**src/hdl/asc_pkg.sv**
```systemverilog
// Constants and types shared by the serial control block.
// Assumes an 8-bit register port and one bus clock.
package asc_pkg;
  localparam int unsigned ADDR_W  = 3;
  localparam int unsigned BAUD_W  = 13;
  // Register offsets
  localparam logic [2:0] OFF_BAUD_HI = 3'h0;
  localparam logic [2:0] OFF_BAUD_LO = 3'h1;
  localparam logic [2:0] OFF_CTRL1   = 3'h2;
  localparam logic [2:0] OFF_CTRL2   = 3'h3;
  localparam logic [2:0] OFF_STATUS  = 3'h4;
  localparam logic [2:0] OFF_DATA    = 3'h5;
  localparam logic [2:0] OFF_CTRL3   = 3'h6;
  // serial_control_one fields
  localparam int unsigned C1_LOOP  = 7;
  localparam int unsigned C1_HALT  = 6;
  localparam int unsigned C1_RX_SOURCE_SELECT  = 5;
  localparam int unsigned C1_NINE  = 4;
  localparam int unsigned C1_WAKE  = 3;
  localparam int unsigned C1_ILT   = 2;
  localparam int unsigned C1_PAR   = 1;
  localparam int unsigned C1_ODD   = 0;
  // serial_control_two fields
  localparam int unsigned C2_TIE   = 7;
  localparam int unsigned C2_TX_DONE_IRQ_ON  = 6;
  localparam int unsigned C2_RIE   = 5;
  localparam int unsigned C2_LINE_QUIET_IRQ_ON  = 4;
  localparam int unsigned C2_TXON  = 3;
  localparam int unsigned C2_RXON  = 2;
  localparam int unsigned C2_STBY  = 1;
  // Third control register and status fields
  localparam int unsigned C3_RX8   = 7;
  localparam int unsigned C3_TX8   = 6;
  localparam int unsigned C3_DIR   = 5;
  localparam int unsigned ST_TX_BUFFER_EMPTY_FLAG  = 7;
  localparam int unsigned ST_TC    = 6;
  localparam int unsigned ST_RXF   = 5;
  localparam int unsigned ST_QUIET = 4;
  localparam int unsigned ST_FERR  = 1;
  localparam int unsigned ST_PERR  = 0;
  // Reset values
  localparam logic [7:0]  CTRL1_RST = 8'h00;
  localparam logic [7:0]  CTRL2_RST = 8'h00;
  localparam logic [12:0] BAUD_RST  = 13'h0004;
  // Bit timing in sample ticks and bit counts
  localparam logic [3:0] MID_SAMPLE  = 4'h7;
  localparam logic [3:0] LAST_SAMPLE = 4'hF;
  localparam logic [3:0] FRAME8      = 4'hA;
  localparam logic [3:0] FRAME9      = 4'hB;
  localparam logic [3:0] DATA8       = 4'h8;
  localparam logic [3:0] DATA9       = 4'h9;

  typedef enum logic [1:0] {
    TX_IDLE  = 2'b01,
    TX_SHIFT = 2'b10
  } asc_tx_state_t;

  typedef enum logic [3:0] {
    RX_IDLE  = 4'b0001,
    RX_START = 4'b0010,
    RX_DATA  = 4'b0100,
    RX_STOP  = 4'b1000
  } asc_rx_state_t;

  // Odd ones count of the data bits of a character, 8 or 9 wide
  function automatic logic asc_ones_odd(input logic [8:0] d,
                                        input logic nine);
    asc_ones_odd = nine ? ^d : ^d[7:0];
  endfunction : asc_ones_odd
endpackage : asc_pkg

```
**src/hdl/asc_core.sv**
```systemverilog
// Serial control block: registers, transmitter, line routing, pin
// ownership and interrupt request.
// Assumes a single-cycle register port on the bus clock; pin inputs
// are asynchronous and are synchronised here.
//
// Implementation choices: the address map and the address-and-strobe port.
`timescale 1ns/10ps
`default_nettype none
// Summary of operation
// (RULE1) Echo select feeds transmitter into receiver
// (RULE2) Source select ignored without echo select
// (RULE3) Source select picks loopback or single wire
// (RULE4) Halt in wait freezes serial clocks
// (RULE5) Start, 8 or 9 data LSB first, stop
// (RULE6) Wake method: idle line or address mark
// (RULE7) Quiet count starts after start or stop
// (RULE8) Parity generated and checked on MSB
// (RULE9) Parity odd bit selects even or odd
// (RULE10) Buffer empty flag raises enabled interrupt
// (RULE11) Done flag raises enabled interrupt
// (RULE12) Receive full flag raises enabled interrupt
// (RULE13) Quiet line flag raises enabled interrupt
// (RULE14) Transmitter runs only with tx on, owns pin
// (RULE15) Direction bit steers single wire pin
// (RULE16) Tx on toggled queues one idle character
// (RULE17) Pin held until queued traffic finishes
// (RULE18) Receive pin released when off or echoing
// (RULE19) Empty flag set at reset and load
// (RULE20) Done flag set when empty and silent
// (RULE21) Bit rate is clock over sixteen times divisor
// (RULE22) Line idles high, start low, stop high
module asc_core (
  input  wire logic       clock_i,
  input  wire logic       rstn_i,
  input  wire logic [2:0] addr_i,
  input  wire logic [7:0] wdata_i,
  input  wire logic       wr_i,
  input  wire logic       rd_i,
  output logic [7:0]      rdata_o,
  input  wire logic       cpu_wait_i,
  input  wire logic       rx_pin_i,
  input  wire logic       tx_pin_i,
  output logic            tx_pin_o,
  output logic            tx_pin_oe_n_o,
  output logic            rx_pin_own_o,
  output logic            irq_o
);
  typedef struct packed {
    logic [7:0]  ctrl1;
    logic [7:0]  ctrl2;
    logic        tx8;
    logic        dir;
    logic [4:0]  baud_hi;
    logic [12:0] baud;
    logic [8:0]  tx_buf;
    logic        tx_buffer_empty_flag;
    logic        preamble;
    asc_pkg::asc_tx_state_t tx_st;
    logic [10:0] tx_sh;
    logic [3:0]  tx_bits;
    logic [3:0]  tx_sub;
    logic        rx_full;
    logic        quiet;
    logic        perr;
    logic        ferr;
    logic [8:0]  rx_data;
    logic        rx_s1;
    logic        rx_s2;
    logic        txp_s1;
    logic        txp_s2;
    logic        pin;
    logic        oe_n;
    logic        rx_own;
    logic        irq;
    logic [7:0]  rdata;
  } asc_core_t;

  asc_core_t s;
  asc_core_t next_s;
  logic       tick;
  logic       rx_line;
  logic       tc;
  logic       next_tc;
  logic       wr_data;
  logic       own;
  logic       single;
  logic [8:0] rx_word;
  logic       rx_done;
  logic       rx_perr;
  logic       rx_ferr;
  logic       rx_quiet;
  logic       rx_msb;
  logic       accept;

  // Character frame with optional parity in the top data bit
  function automatic logic [10:0] asc_frame(input logic [8:0] d,
                                            input logic nine,
                                            input logic par,
                                            input logic odd);
    logic [8:0] f;
    f = d;
    if (par && nine)
      f[8] = asc_pkg::asc_ones_odd({1'b0, d[7:0]}, 1'b1) ^ odd;
    else if (par)
      f[7] = asc_pkg::asc_ones_odd({2'b00, d[6:0]}, 1'b0) ^ odd;
    asc_frame = nine ? {1'b1, f, 1'b0} : {2'b11, f[7:0], 1'b0};
  endfunction : asc_frame

  // Routing of the receiver input
  assign single = s.ctrl1[asc_pkg::C1_LOOP] && s.ctrl1[asc_pkg::C1_RX_SOURCE_SELECT];
  always_comb
  begin
    if (!s.ctrl1[asc_pkg::C1_LOOP])
      rx_line = s.rx_s2;             // see (RULE1) (RULE2)
    else if (s.ctrl1[asc_pkg::C1_RX_SOURCE_SELECT])
      rx_line = s.txp_s2;            // see (RULE3)
    else
      rx_line = s.pin;               // see (RULE1) (RULE3)
  end

  assign tc = s.tx_buffer_empty_flag && s.tx_st == asc_pkg::TX_IDLE && !s.preamble;
  assign wr_data = wr_i && addr_i == asc_pkg::OFF_DATA;
  assign rx_msb = s.ctrl1[asc_pkg::C1_NINE] ? rx_word[8] : rx_word[7];
  // Standby drops characters until the chosen wake event, see (RULE6)
  assign accept = !s.ctrl2[asc_pkg::C2_STBY] ||
                  (s.ctrl1[asc_pkg::C1_WAKE] && rx_msb);

  // Sample ticks stop in wait mode when asked to, see (RULE4) (RULE21)
  asc_baud #(
    .W(asc_pkg::BAUD_W)
  ) u_baud (
    .clock_i   (clock_i),
    .rstn_i    (rstn_i),
    .divisor_i (s.baud),
    .enable_i  (!(s.ctrl1[asc_pkg::C1_HALT] && cpu_wait_i)),
    .tick_o    (tick)
  );

  asc_rx u_rx (
    .clock_i      (clock_i),
    .rstn_i       (rstn_i),
    .tick_i       (tick),
    .line_i       (rx_line),
    .enable_i     (s.ctrl2[asc_pkg::C2_RXON]),
    .nine_i       (s.ctrl1[asc_pkg::C1_NINE]),
    .par_on_i     (s.ctrl1[asc_pkg::C1_PAR]),
    .par_odd_i    (s.ctrl1[asc_pkg::C1_ODD]),
    .after_stop_i (s.ctrl1[asc_pkg::C1_ILT]),
    .word_o       (rx_word),
    .done_o       (rx_done),
    .perr_o       (rx_perr),
    .ferr_o       (rx_ferr),
    .quiet_o      (rx_quiet)
  );

  // Whole next state: registers, transmitter, flags and pins
  always_comb
  begin
    next_s = s;
    next_s.rx_s1 = rx_pin_i;
    next_s.rx_s2 = s.rx_s1;
    next_s.txp_s1 = tx_pin_i;
    next_s.txp_s2 = s.txp_s1;
    next_s.rdata = 8'h00;
    // Register writes
    if (wr_i)
    begin
      case (addr_i)
        asc_pkg::OFF_BAUD_HI: next_s.baud_hi = wdata_i[4:0];
        asc_pkg::OFF_BAUD_LO: next_s.baud = {s.baud_hi, wdata_i};
        asc_pkg::OFF_CTRL1:   next_s.ctrl1 = wdata_i;
        asc_pkg::OFF_CTRL2:
        begin
          next_s.ctrl2 = wdata_i;
          // Rising tx on queues an idle character, see (RULE16)
          if (!s.ctrl2[asc_pkg::C2_TXON] && wdata_i[asc_pkg::C2_TXON])
            next_s.preamble = 1'b1;
        end
        asc_pkg::OFF_CTRL3:
        begin
          next_s.tx8 = wdata_i[asc_pkg::C3_TX8];
          next_s.dir = wdata_i[asc_pkg::C3_DIR];
        end
        asc_pkg::OFF_DATA:
        begin
          next_s.tx_buf = {s.tx8, wdata_i};
          next_s.tx_buffer_empty_flag = 1'b0;
        end
        default: ;
      endcase
    end
    // Register reads; reading data clears the receive flags
    if (rd_i)
    begin
      case (addr_i)
        asc_pkg::OFF_BAUD_HI: next_s.rdata = {3'h0, s.baud[12:8]};
        asc_pkg::OFF_BAUD_LO: next_s.rdata = s.baud[7:0];
        asc_pkg::OFF_CTRL1:   next_s.rdata = s.ctrl1;
        asc_pkg::OFF_CTRL2:   next_s.rdata = s.ctrl2;
        asc_pkg::OFF_CTRL3:
          next_s.rdata = {s.rx_data[8], s.tx8, s.dir, 5'h00};
        asc_pkg::OFF_STATUS:
          next_s.rdata = {s.tx_buffer_empty_flag, tc, s.rx_full, s.quiet, 2'h0,
                          s.ferr, s.perr};
        asc_pkg::OFF_DATA:
        begin
          next_s.rdata = s.rx_data[7:0];
          next_s.rx_full = 1'b0;
          next_s.quiet = 1'b0;
          next_s.perr = 1'b0;
          next_s.ferr = 1'b0;
        end
        default: next_s.rdata = 8'h00;
      endcase
    end
    // Transmitter engine
    case (s.tx_st)
      asc_pkg::TX_IDLE:
        if (tick && s.preamble)
        begin
          next_s.tx_sh = 11'h7FF;        // All-ones idle character
          next_s.preamble = 1'b0;
          next_s.tx_st = asc_pkg::TX_SHIFT;
          next_s.tx_sub = 4'h0;
          next_s.tx_bits = s.ctrl1[asc_pkg::C1_NINE] ?
                           asc_pkg::FRAME9 : asc_pkg::FRAME8;
        end
        else if (tick && !s.tx_buffer_empty_flag && !wr_data &&
                 s.ctrl2[asc_pkg::C2_TXON]) // see (RULE14)
        begin
          // see (RULE5) (RULE8) (RULE9) (RULE22)
          next_s.tx_sh = asc_frame(s.tx_buf, s.ctrl1[asc_pkg::C1_NINE],
                                   s.ctrl1[asc_pkg::C1_PAR],
                                   s.ctrl1[asc_pkg::C1_ODD]);
          next_s.tx_buffer_empty_flag = 1'b1;            // see (RULE19)
          next_s.tx_st = asc_pkg::TX_SHIFT;
          next_s.tx_sub = 4'h0;
          next_s.tx_bits = s.ctrl1[asc_pkg::C1_NINE] ?
                           asc_pkg::FRAME9 : asc_pkg::FRAME8;
        end
      asc_pkg::TX_SHIFT:
        if (tick)
        begin
          next_s.tx_sub = s.tx_sub + 4'h1;
          if (s.tx_sub == asc_pkg::LAST_SAMPLE)
          begin
            if (s.tx_bits == 4'h1)
              next_s.tx_st = asc_pkg::TX_IDLE;
            else
            begin
              next_s.tx_sh = {1'b1, s.tx_sh[10:1]};
              next_s.tx_bits = s.tx_bits - 4'h1;
            end
          end
        end
      default: next_s.tx_st = asc_pkg::TX_IDLE;
    endcase
    // Received characters; a new event wins over a read clear
    if (rx_done && accept)
    begin
      next_s.rx_data = rx_word;
      next_s.rx_full = 1'b1;
      next_s.perr = rx_perr;
      next_s.ferr = rx_ferr;
      next_s.ctrl2[asc_pkg::C2_STBY] = 1'b0;   // see (RULE6)
    end
    if (rx_quiet)
    begin
      if (!s.ctrl2[asc_pkg::C2_STBY])
        next_s.quiet = 1'b1;
      else if (!s.ctrl1[asc_pkg::C1_WAKE])
        next_s.ctrl2[asc_pkg::C2_STBY] = 1'b0; // see (RULE6)
    end
    // Pins; line idles high between characters
    next_s.pin = (next_s.tx_st == asc_pkg::TX_SHIFT) ?
                 next_s.tx_sh[0] : 1'b1;      // see (RULE22)
    // Ownership lasts until queued traffic drains, see (RULE14) (RULE17)
    own = next_s.ctrl2[asc_pkg::C2_TXON] || next_s.preamble ||
          next_s.tx_st == asc_pkg::TX_SHIFT;
    // Single wire listens unless direction says drive, see (RULE15)
    next_s.oe_n = !(own && (!(next_s.ctrl1[asc_pkg::C1_LOOP] &&
                  next_s.ctrl1[asc_pkg::C1_RX_SOURCE_SELECT]) || next_s.dir));
    next_s.rx_own = next_s.ctrl2[asc_pkg::C2_RXON] &&
                    !next_s.ctrl1[asc_pkg::C1_LOOP]; // see (RULE18)
    // Interrupt request from enabled flags
    next_tc = next_s.tx_buffer_empty_flag && next_s.tx_st == asc_pkg::TX_IDLE &&
              !next_s.preamble;                    // see (RULE20)
    next_s.irq =
      (next_s.ctrl2[asc_pkg::C2_TIE] && next_s.tx_buffer_empty_flag) ||     // see (RULE10)
      (next_s.ctrl2[asc_pkg::C2_TX_DONE_IRQ_ON] && next_tc) ||        // see (RULE11)
      (next_s.ctrl2[asc_pkg::C2_RIE] && next_s.rx_full) ||  // see (RULE12)
      (next_s.ctrl2[asc_pkg::C2_LINE_QUIET_IRQ_ON] && next_s.quiet);     // see (RULE13)
  end

  always_ff @(posedge clock_i or negedge rstn_i)
  begin
    if (!rstn_i)
      s <= '{ctrl1: asc_pkg::CTRL1_RST, ctrl2: asc_pkg::CTRL2_RST,
             baud: asc_pkg::BAUD_RST, tx_buffer_empty_flag: 1'b1,
             tx_st: asc_pkg::TX_IDLE, tx_sh: 11'h7FF, pin: 1'b1,
             oe_n: 1'b1, rx_s1: 1'b1, rx_s2: 1'b1, txp_s1: 1'b1,
             txp_s2: 1'b1, default: '0};
    else
      s <= next_s;
  end

  assign rdata_o = s.rdata;
  assign tx_pin_o = s.pin;
  assign tx_pin_oe_n_o = s.oe_n;
  assign rx_pin_own_o = s.rx_own;
  assign irq_o = s.irq;
endmodule : asc_core
`default_nettype wire

```
**src/hdl/asc_baud.sv**
```systemverilog
// Baud generator: one sample tick every divisor clocks, sixteen per bit.
// Assumes divisor and enable come from logic on the same clock.
`timescale 1ns/10ps
`default_nettype none
module asc_baud #(
  parameter int unsigned W = asc_pkg::BAUD_W
) (
  input  wire logic         clock_i,
  input  wire logic         rstn_i,
  input  wire logic [W-1:0] divisor_i,
  input  wire logic         enable_i,
  output logic              tick_o
);
  typedef struct packed {
    logic [W-1:0] cnt;
    logic         tick;
  } asc_baud_t;

  asc_baud_t s;
  asc_baud_t next_s;

  // Zero divisor or a frozen clock stops the ticks
  always_comb
  begin
    next_s = s;
    next_s.tick = 1'b0;
    if (divisor_i == '0 || !enable_i)
    begin
      next_s.cnt = '0;
    end
    else if (s.cnt >= divisor_i - W'(1))
    begin
      next_s.cnt = '0;
      next_s.tick = 1'b1;
    end
    else
    begin
      next_s.cnt = s.cnt + W'(1);
    end
  end

  always_ff @(posedge clock_i or negedge rstn_i)
  begin
    if (!rstn_i)
      s <= '0;
    else
      s <= next_s;
  end

  assign tick_o = s.tick;
endmodule : asc_baud
`default_nettype wire

```
**src/hdl/asc_rx.sv**
```systemverilog
// Receiver: samples the routed line at sixteen ticks per bit, checks
// parity and stop bit, and detects a quiet line.
// Assumes the line input is already synchronised to the clock.
`timescale 1ns/10ps
`default_nettype none
module asc_rx (
  input  wire logic       clock_i,
  input  wire logic       rstn_i,
  input  wire logic       tick_i,
  input  wire logic       line_i,
  input  wire logic       enable_i,
  input  wire logic       nine_i,
  input  wire logic       par_on_i,
  input  wire logic       par_odd_i,
  input  wire logic       after_stop_i,
  output logic [8:0]      word_o,
  output logic            done_o,
  output logic            perr_o,
  output logic            ferr_o,
  output logic            quiet_o
);
  typedef struct packed {
    asc_pkg::asc_rx_state_t st;
    logic [3:0] sub;
    logic [3:0] bits;
    logic [8:0] sh;
    logic [8:0] word;
    logic       done;
    logic       perr;
    logic       ferr;
    logic       quiet;
    logic [3:0] qsub;
    logic [3:0] qcnt;
    logic       armed;
  } asc_rx_t;

  asc_rx_t s;
  asc_rx_t next_s;
  logic [3:0] dlen;
  logic [3:0] qlim;

  assign dlen = nine_i ? asc_pkg::DATA9 : asc_pkg::DATA8;
  assign qlim = nine_i ? asc_pkg::FRAME9 : asc_pkg::FRAME8;

  // Character framing and quiet-line counting
  always_comb
  begin
    next_s = s;
    next_s.done = 1'b0;
    next_s.quiet = 1'b0;
    if (!enable_i)
    begin
      next_s.st = asc_pkg::RX_IDLE;
      next_s.armed = 1'b0;
    end
    else if (tick_i)
    begin
      next_s.sub = s.sub + 4'h1;
      case (s.st)
        asc_pkg::RX_IDLE:
          if (!line_i)
          begin
            next_s.st = asc_pkg::RX_START;
            next_s.sub = 4'h0;
          end
        asc_pkg::RX_START:
          if (s.sub == asc_pkg::MID_SAMPLE)
          begin
            next_s.sub = 4'h0;
            next_s.bits = 4'h0;
            next_s.sh = '0;
            // A short low is noise, not a start bit
            next_s.st = line_i ? asc_pkg::RX_IDLE : asc_pkg::RX_DATA;
          end
        asc_pkg::RX_DATA:
          if (s.sub == asc_pkg::LAST_SAMPLE)
          begin
            next_s.sh[s.bits] = line_i; // LSB first, see (RULE5)
            next_s.bits = s.bits + 4'h1;
            if (s.bits + 4'h1 == dlen)
              next_s.st = asc_pkg::RX_STOP;
          end
        asc_pkg::RX_STOP:
          if (s.sub == asc_pkg::LAST_SAMPLE)
          begin
            next_s.st = asc_pkg::RX_IDLE;
            next_s.word = s.sh;
            next_s.done = 1'b1;
            next_s.ferr = !line_i; // see (RULE22)
            // see (RULE8) (RULE9)
            next_s.perr = par_on_i &&
              (asc_pkg::asc_ones_odd(s.sh, nine_i) != par_odd_i);
          end
        default: next_s.st = asc_pkg::RX_IDLE;
      endcase
      // Quiet count start point, see (RULE7)
      if (!line_i || (after_stop_i && s.st != asc_pkg::RX_IDLE))
      begin
        next_s.qsub = 4'h0;
        next_s.qcnt = 4'h0;
        if (!line_i)
          next_s.armed = 1'b1;
      end
      else if (s.st != asc_pkg::RX_START)
      begin
        next_s.qsub = s.qsub + 4'h1;
        if (s.qsub == asc_pkg::LAST_SAMPLE && s.qcnt != qlim)
          next_s.qcnt = s.qcnt + 4'h1;
      end
      if (s.armed && s.qcnt == qlim)
      begin
        next_s.quiet = 1'b1;
        next_s.armed = 1'b0;
      end
    end
  end

  always_ff @(posedge clock_i or negedge rstn_i)
  begin
    if (!rstn_i)
      s <= '{st: asc_pkg::RX_IDLE, default: '0};
    else
      s <= next_s;
  end

  assign word_o  = s.word;
  assign done_o  = s.done;
  assign perr_o  = s.perr;
  assign ferr_o  = s.ferr;
  assign quiet_o = s.quiet;
endmodule : asc_rx
`default_nettype wire

```
**config.mk**
```make
export PLATFORM = sky130hd
export DESIGN_NAME = asc_core
export DESIGN_NICKNAME = d
export VERILOG_FILES = /design/src/hdl/asc_pkg.sv /design/src/hdl/asc_core.sv /design/src/hdl/asc_baud.sv /design/src/hdl/asc_rx.sv
export SDC_FILE = /design/constraint.sdc
export NUM_CORES = 1
export LEC_CHECK = 0
export BUFFER_PORTS_ARGS = -buffer_cell sky130_fd_sc_hd__buf_4
export CAP_MARGIN = 15
export CORE_UTILIZATION = 50
export CTS_BUF_LIST = sky130_fd_sc_hd__clkbuf_16
export DETAILED_ROUTE_END_ITERATION = 16
export PLACE_DENSITY = 0.67
export SYNTH_ARGS = -nofsm -noshare
export SYNTH_HDL_FRONTEND = slang
export SYNTH_SLANG_ARGS = --single-unit
```
**constraint.sdc**
```tcl
create_clock -name clock_i -period 6.05 [get_ports clock_i]
set_input_delay 0.9075 -clock clock_i [delete_from_list [all_inputs] [get_ports clock_i]]
set_output_delay 0.9075 -clock clock_i [all_outputs]
set_load 0.1 [all_outputs]
```
==> results of run 1 <==
## registers in the layout (all words and copies together) (netlist names)
name,count
u_rx.word_o,9
u_rx.done_o,1
s,83
rx_pin_own_o,1
tx_pin_oe_n_o,1
u_baud.s,13
u_rx.perr_o,1
irq_o,1
next_s,2
u_baud.tick_o,1
rdata_o,8
tx_pin_o,1
u_rx.quiet_o,1
u_rx.ferr_o,1
u_rx.s,30
## power groups by stage
stage / Sequential (µW) / Clock, µW / Combinational, µW
2_1_floorplan: 1380 / 0 / 556
3_3_place_gp: 1390 / 0 / 705
3_5_place_dp: 1400 / 0 / 742
4_1_cts: 1380 / 1180 / 748
5_1_grt: 1410 / 1220 / 842
6_report: 1390 / 1160 / 755
## how the worst min path moves through the flow
stage | startpoint | end | slack [ns] | cells past startpoint
after global placement | next_s[12] | s[12] | 0.35 | 0
after floorplan | next_s[12] | s[12] | 0.35 | 0
final | next_s[14] | s[14] | 0.36 | 0
after global routing | next_s[14] | s[14] | 0.36 | 0
after detailed placement | next_s[14] | s[14] | 0.35 | 0
after CTS | next_s[14] | s[14] | 0.36 | 0
## worst reg2reg max path, delay by kind of cell, from the launching register on
kind / cells / cell delay [ns]
simple gates: 7 / 1.92
flops: 1 / 0.45
fa+ha+maj: 1 / 0.31
compound gates: 1 / 0.27
## cell usage after synthesis (all sizes together), types with 3 or more instances
cell / number
mux2i: 15
nand4: 4
mux2: 63
nand2b: 9
o31ai: 7
clkbuf: 15
nand4b: 5
nor3: 24
buf: 32
dfstp: 21
inv: 20
nand2: 71
o21ai: 50
a221oi: 8
and3: 19
a22oi: 5
o211ai: 5
nor2: 39
a21boi: 6
a221o: 4
a21oi: 32
nand3b: 3
ha: 27
or3: 3
xnor2: 27
a22o: 4
nor3b: 4
o21a: 4
a31oi: 3
a21o: 4
nor4: 10
or2: 4
nand3: 18
a32o: 4
xor2: 14
nor2b: 14
dfrtp: 133
## cell families (layout without fill, tap and decap cells)
kind of cell | Yosys count | in the layout
XOR/XNOR | 41 | 41
buffers and inverters | 67 | 87
AO/OA/AOI/OAI | 155 | 155
multiplexers | 80 | 80
adder cells (fa/ha/maj) | 27 | 27
flip-flops | 154 | 154
AND/OR/NAND/NOR | 238 | 238
## cell type report
cell class	instances	area share (%)
clock buffers	17	4.71
clock inverters	15	2.48
inverters	20	0.831
multi-input cells	541	43.1
flip-flops and latches	154	42.9
well taps	216	2.99
repair buffers	35	2.99
## layout by cell type (no fill, tap or decap), drive strengths merged, types with 17 or more instances in the layout
cell type and count:
nor3 24, and3 19, nand3 18, a21oi 32, dfrtp 133, dfstp 21
buf 35, mux2 63, ha 27, o21ai 50, nor2 39, nand2 71
xnor2 27, clkbuf 17, inv 21
## per-layer routing
layer | vias to the layer above | wire length (µm)
li1 | 2756 | -
met1 | 2907 | 8070
met2 | 139 | 8340
met3 | 35 | 738
met4 | 0 | 356
met5 | - | 0
## through the flow
stage	worst slack, ns	utilization, %	power (µW)
2_1_floorplan	3.38	-	1930
3_3_place_gp	2.63	52.9	2100
3_5_place_dp	2.54	52.9	2140
4_1_cts	2.99	57.0	3310
5_1_grt	2.72	57.1	3470
6_report	3.00	57.1	3300
==> impl_metrics.tcl, run 1 <==
set metrics [dict create \
    power_switching_uw 1030 \
    synth_area_um2 8100 \
    cp_slowest_cell "or4_1" \
    grtUsageMet2_pct 35.4 \
    clockRootBuffer "clkbuf_16" \
    synth_top_family_by_area "simple AND/OR/NAND/NOR gates" \
    final_nets 814 \
    p_clk_share_pct 35.1 \
    r2r_end "u_baud.s[2]" \
    synthSimpleGateAreaFrac_pct 15.5 \
    ys_seq_elements 154 \
    drv_cap 0 \
    seqCellArea_um2 3880 \
    grt_use_met3_pct 4.54 \
    synth_edf_count 0 \
    r2r-start "s[68]" \
    p_comb_share_pct 22.9 \
    synthMuxAreaShare_pct 11.2 \
    synth_top_area_cell "dfrtp_1" \
    fin_cells 998 \
    grt_max_degree 107 \
    die_area_um2 16700 \
    critPathBufInv 0 \
    p_seq_share_pct 42.0 \
    routed_wl_um 17500 \
    drt_iter0_markers 418 \
    dp.cells 964 \
    io_pins 30 \
    start_util_pct 51.2 \
    syn_inst 762 \
    busiest_layer "met2" \
    postCtsSetupRepairBufs 0 \
    fin_area_um2 9040 \
    powerDensity_nw_per_um2 365 \
    overflow 0 \
    multi_input_area_um2 3890 \
    critPathTopFamily "simple AND/OR/NAND/NOR gates" \
    grt_pass1_vias 5682 \
    synth_compound_area_share_pct 12.8 \
    fmax_mhz 328 \
    diodes 0 \
    dpl.hpwl_um 12300 \
    yosysWarnings 0 \
    syn_avg_cell_area_um2 10.6 \
    worst_pin_slew_ns 1.09 \
    synthXorXnorAreaFrac_pct 4.43 \
    grt_pass1_wl_um 29000 \
    grt_use_met1_pct 30.8 \
    synth_flop_cell "dfrtp_1" \
    hold_viol 0 \
    critPathLaunchType "flip-flop" \
    die_x_um 129 \
    yosysTopAreaCellShare_pct 41.1 \
    clkLatencyLatePin_ns 0.43 \
    cts_tree "done" \
    ctsResizeCount 0 \
    fillers 1349 \
    routabilityCongestion 0.843 \
    row_count 46 \
    ys_seq_area_share_pct 47.9 \
    drive_above_1_share_pct 19.1 \
    fin_crit_ns 3.05 \
    fin_skew_ns 0.00715 \
    cts_buffers 17 \
    path_depth 9 \
    peakVddDrop_mv 0.232 \
    end_kind "flip-flop" \
    swShare_pct 31.2 \
    synthAdderAreaFrac_pct 4.17 \
    finalMaxSlewViolations 0 \
    slew_headroom_pct 26.9 \
    rr_worst_depth 9 \
    placed_area_um2 8370 \
    holdBufCountCts 0 \
    synth_cell_types 77 \
    drc 0 \
    crit_chain "or4_1 > nor4_1 > nor2_1 > ha_1 > nand2_1 > nor4_1 > a211oi_1 > nand2_1 > nor3b_1" \
    outcome "finished clean" \
    rrSetupSlack_ns 3.00 \
    port_buffers 29 \
    ant_nets 0 \
    hold_path_class "reg2reg" \
    core-area_um2 15800 \
    rsz0062_at_grt "false" \
    antenna_found_initial 0 \
    async_flop_share_pct 100 \
    crit_required_ns 6.38 \
    critPathArrivalTime_ns 3.38 \
    synthesis.nets 807 \
    crit_path_max_fanout 13 \
    drt-pass1-iter-count 5 \
    cts.sinks 154 \
    fin_crit_sh_pct 50.4 \
    wire_per_inst_um 17.5 \
    vias_per_cell 5.85 \
    finalSetupViolations 0 \
    p_int_uw 2270 \
    p_leak_uw 0.00401 \
    track_usage_pct 22.6 \
    clk_path_buf_depth 2 \
    syn_to_final_growth_pct 11.6 \
    timing.hold.ws_ns 0.356 \
    clk_pin_slew_ns 0.06 \
    critPathKind "reg2reg" \
    ys_top_cells_by_area "dfrtp_1, dfstp_2, mux2_2" \
    cts-htree-levels 4 \
    die_h_um 129 \
    critPathMaxStageDelay_ns 0.61 \
    crit_start "s[68]" \
    vias 5837 \
    cp-endpoint "u_baud.s[2]" \
    fin_setup_tns_ns 0 \
]
No activity file was read; power rests on OpenSTA's default activity.
==> run 2: changes to the inputs <==
PLACE_DENSITY = 0.69   (was 0.67)
clock period = 2.7 ns   (was 6.05 ns; I/O delays follow)
==> impl_metrics.tcl, run 2 (synthesized netlist as in run 1, its figures left out) <==
set metrics [dict create \
    outcome "complete, but fails checks" \
    violations "design-rule violations, negative setup slack" \
    critPathArrivalTime_ns 3.21 \
    die_area_um2 16700 \
    overflow 0 \
    dpl_worst_slack_ns -0.104 \
    grt_pass1_vias 5865 \
    drt-pass1-iter-count 12 \
    p_comb_share_pct 26.7 \
    hold_path_class "in2reg" \
    cts_tree "done" \
    drv_cap 0 \
    die_x_um 129 \
    port_buffers 29 \
    power_switching_uw 2470 \
    fin_area_um2 9270 \
    finalSetupViolations 14 \
    io_pins 30 \
    core-area_um2 15800 \
    ant_nets 0 \
    start_util_pct 51.2 \
    final_nets 840 \
    hold_viol 0 \
    clkLatencyLatePin_ns 0.43 \
    post-route-util_pct 58.6 \
    vias_per_cell 5.85 \
    dpl.hpwl_um 12700 \
    powerDensity_nw_per_um2 776 \
    swShare_pct 34.3 \
    drt_iter0_markers 482 \
    p_clk_share_pct 30.9 \
    cts-htree-levels 4 \
    critPathKind "reg2reg" \
    fin_setup_tns_ns -1.59 \
    antenna_found_initial 0 \
    finalMaxSlewViolations 0 \
    mostFrequentLayoutCells "dfrtp_1, nand2_1, buf_4, mux2_2, nor2_1" \
    die_h_um 129 \
    top_register "s" \
    vias 5991 \
    worst_pin_slew_ns 0.643 \
    end_kind "flip-flop" \
    diodes 0 \
    peakVddDrop_mv 0.522 \
    wire_per_inst_um 18.3 \
    largest_register_ffs 83 \
    rsz0062_at_grt "true" \
    placed_area_um2 8530 \
    clk_pin_slew_ns 0.07 \
    cts_buffers 17 \
    slew_headroom_pct 57.1 \
    track_usage_pct 23.5 \
    fmax_mhz 351 \
    critPathLaunchType "flip-flop" \
    clk_path_buf_depth 2 \
    routed_wl_um 18700 \
    grt_max_degree 60 \
    syn_to_final_growth_pct 14.4 \
    crit_path_max_fanout 6 \
    grt_pass1_wl_um 30000 \
    row_count 46 \
    drc 1 \
    p_int_uw 4730 \
    fin_crit_sh_pct 106 \
    fin_crit_ns 2.85 \
    crit_required_ns 3.06 \
    p_seq_share_pct 42.4 \
    drive_above_1_share_pct 24.1 \
    rrSetupSlack_ns -0.15 \
    routabilityCongestion 0.859 \
    top_regs "s (83), u_rx.s (30), u_baud.s (13)" \
    cts.sinks 154 \
    worst_slack_ns -0.153 \
    timing.hold.ws_ns 0.0741 \
    final_common_cell "dfrtp_1" \
    p_leak_uw 0.00413 \
    clockRootBuffer "clkbuf_16" \
    fin_skew_ns 0.00699 \
]
## run 2: cell types whose count changed in the layout (fill, tap and decap cells not counted), moves of 5 or more
cell       before  now
buf_4          33   57
nor3_1         22   15
nor3_2          2    9
nor4_1          9    3
bufinv_16       5    0
## run 2: worst paths after layout
check                               to        from  depth (start not counted)
max                        u_baud.s[2]       s[67]                         12
min                         next_s[12]    tx_pin_i                          1
max reg2reg                u_baud.s[2]       s[67]                         12
min reg2reg                      s[14]  next_s[14]                          0
max in group asynchronous   u_rx.s[39]      rstn_i                          3
min in group asynchronous  u_baud.s[5]      rstn_i                          2
## run 2: worst max-delay path, stage by stage (launching register included)
cell and delay, ns:
dfrtp_2 0.44, nor4_4 0.38, nand3b_1 0.25, buf_4 0.22, nor4_4 0.16, nor2_1 0.08, ha_1 0.32, nand2_2 0.11
nor4_4 0.06, a211oi_2 0.28, buf_4 0.20, nand2_4 0.09, nor3b_2 0.19
## run 2: layer usage
metal | global-route usage (%) | vias to the layer above | wire, µm
met5 | 0 | - | 0
met4 | 8.30 | 0 | 387
met3 | 3.96 | 32 | 726
met2 | 38.7 | 142 | 9240
met1 | 31.3 | 3011 | 8370
li1 | - | 2806 | -
## run 2: per-stage QoR
step	power, µW	cells
final	7200	1024
after global routing	7550	1024
after CTS	7110	1018
after detailed placement	4880	984
after global placement	4790	984
after floorplan	4330	762
## run 2: power by group through the flow
stage / Combinational [µW] / Clock (µW) / Sequential [µW]
after floorplan: 1250 / 0 / 3090
after global placement: 1740 / 0 / 3050
after detailed placement: 1800 / 0 / 3070
after CTS: 1830 / 2250 / 3040
after global routing: 2100 / 2350 / 3100
final: 1920 / 2220 / 3050
## run 2: area by class of cell
| class | instances | area, µm² |
|---|---|---|
| timing repair buffer | 60 | 469 |
| sequential | 154 | 3880 |
| clock inverter | 15 | 119 |
| fill | 1299 | 6560 |
| multi-input combinational | 542 | 4030 |
| clock buffer | 17 | 425 |
| inverter | 20 | 75.1 |
| tap | 216 | 270 |
## run 2: repair_timing
| action | CTS | global route |
|---|---|---|
| cloned | 1 | 1 |
| endpoints found under the hold margin | 48 | 0 |
| resized for setup | 4 | 24 |
| hold buffers | 1 | 0 |
| buffers inserted | 0 | 5 |
| pin swaps | 1 | 12 |
| setup endpoints to repair | 13 | 18 |
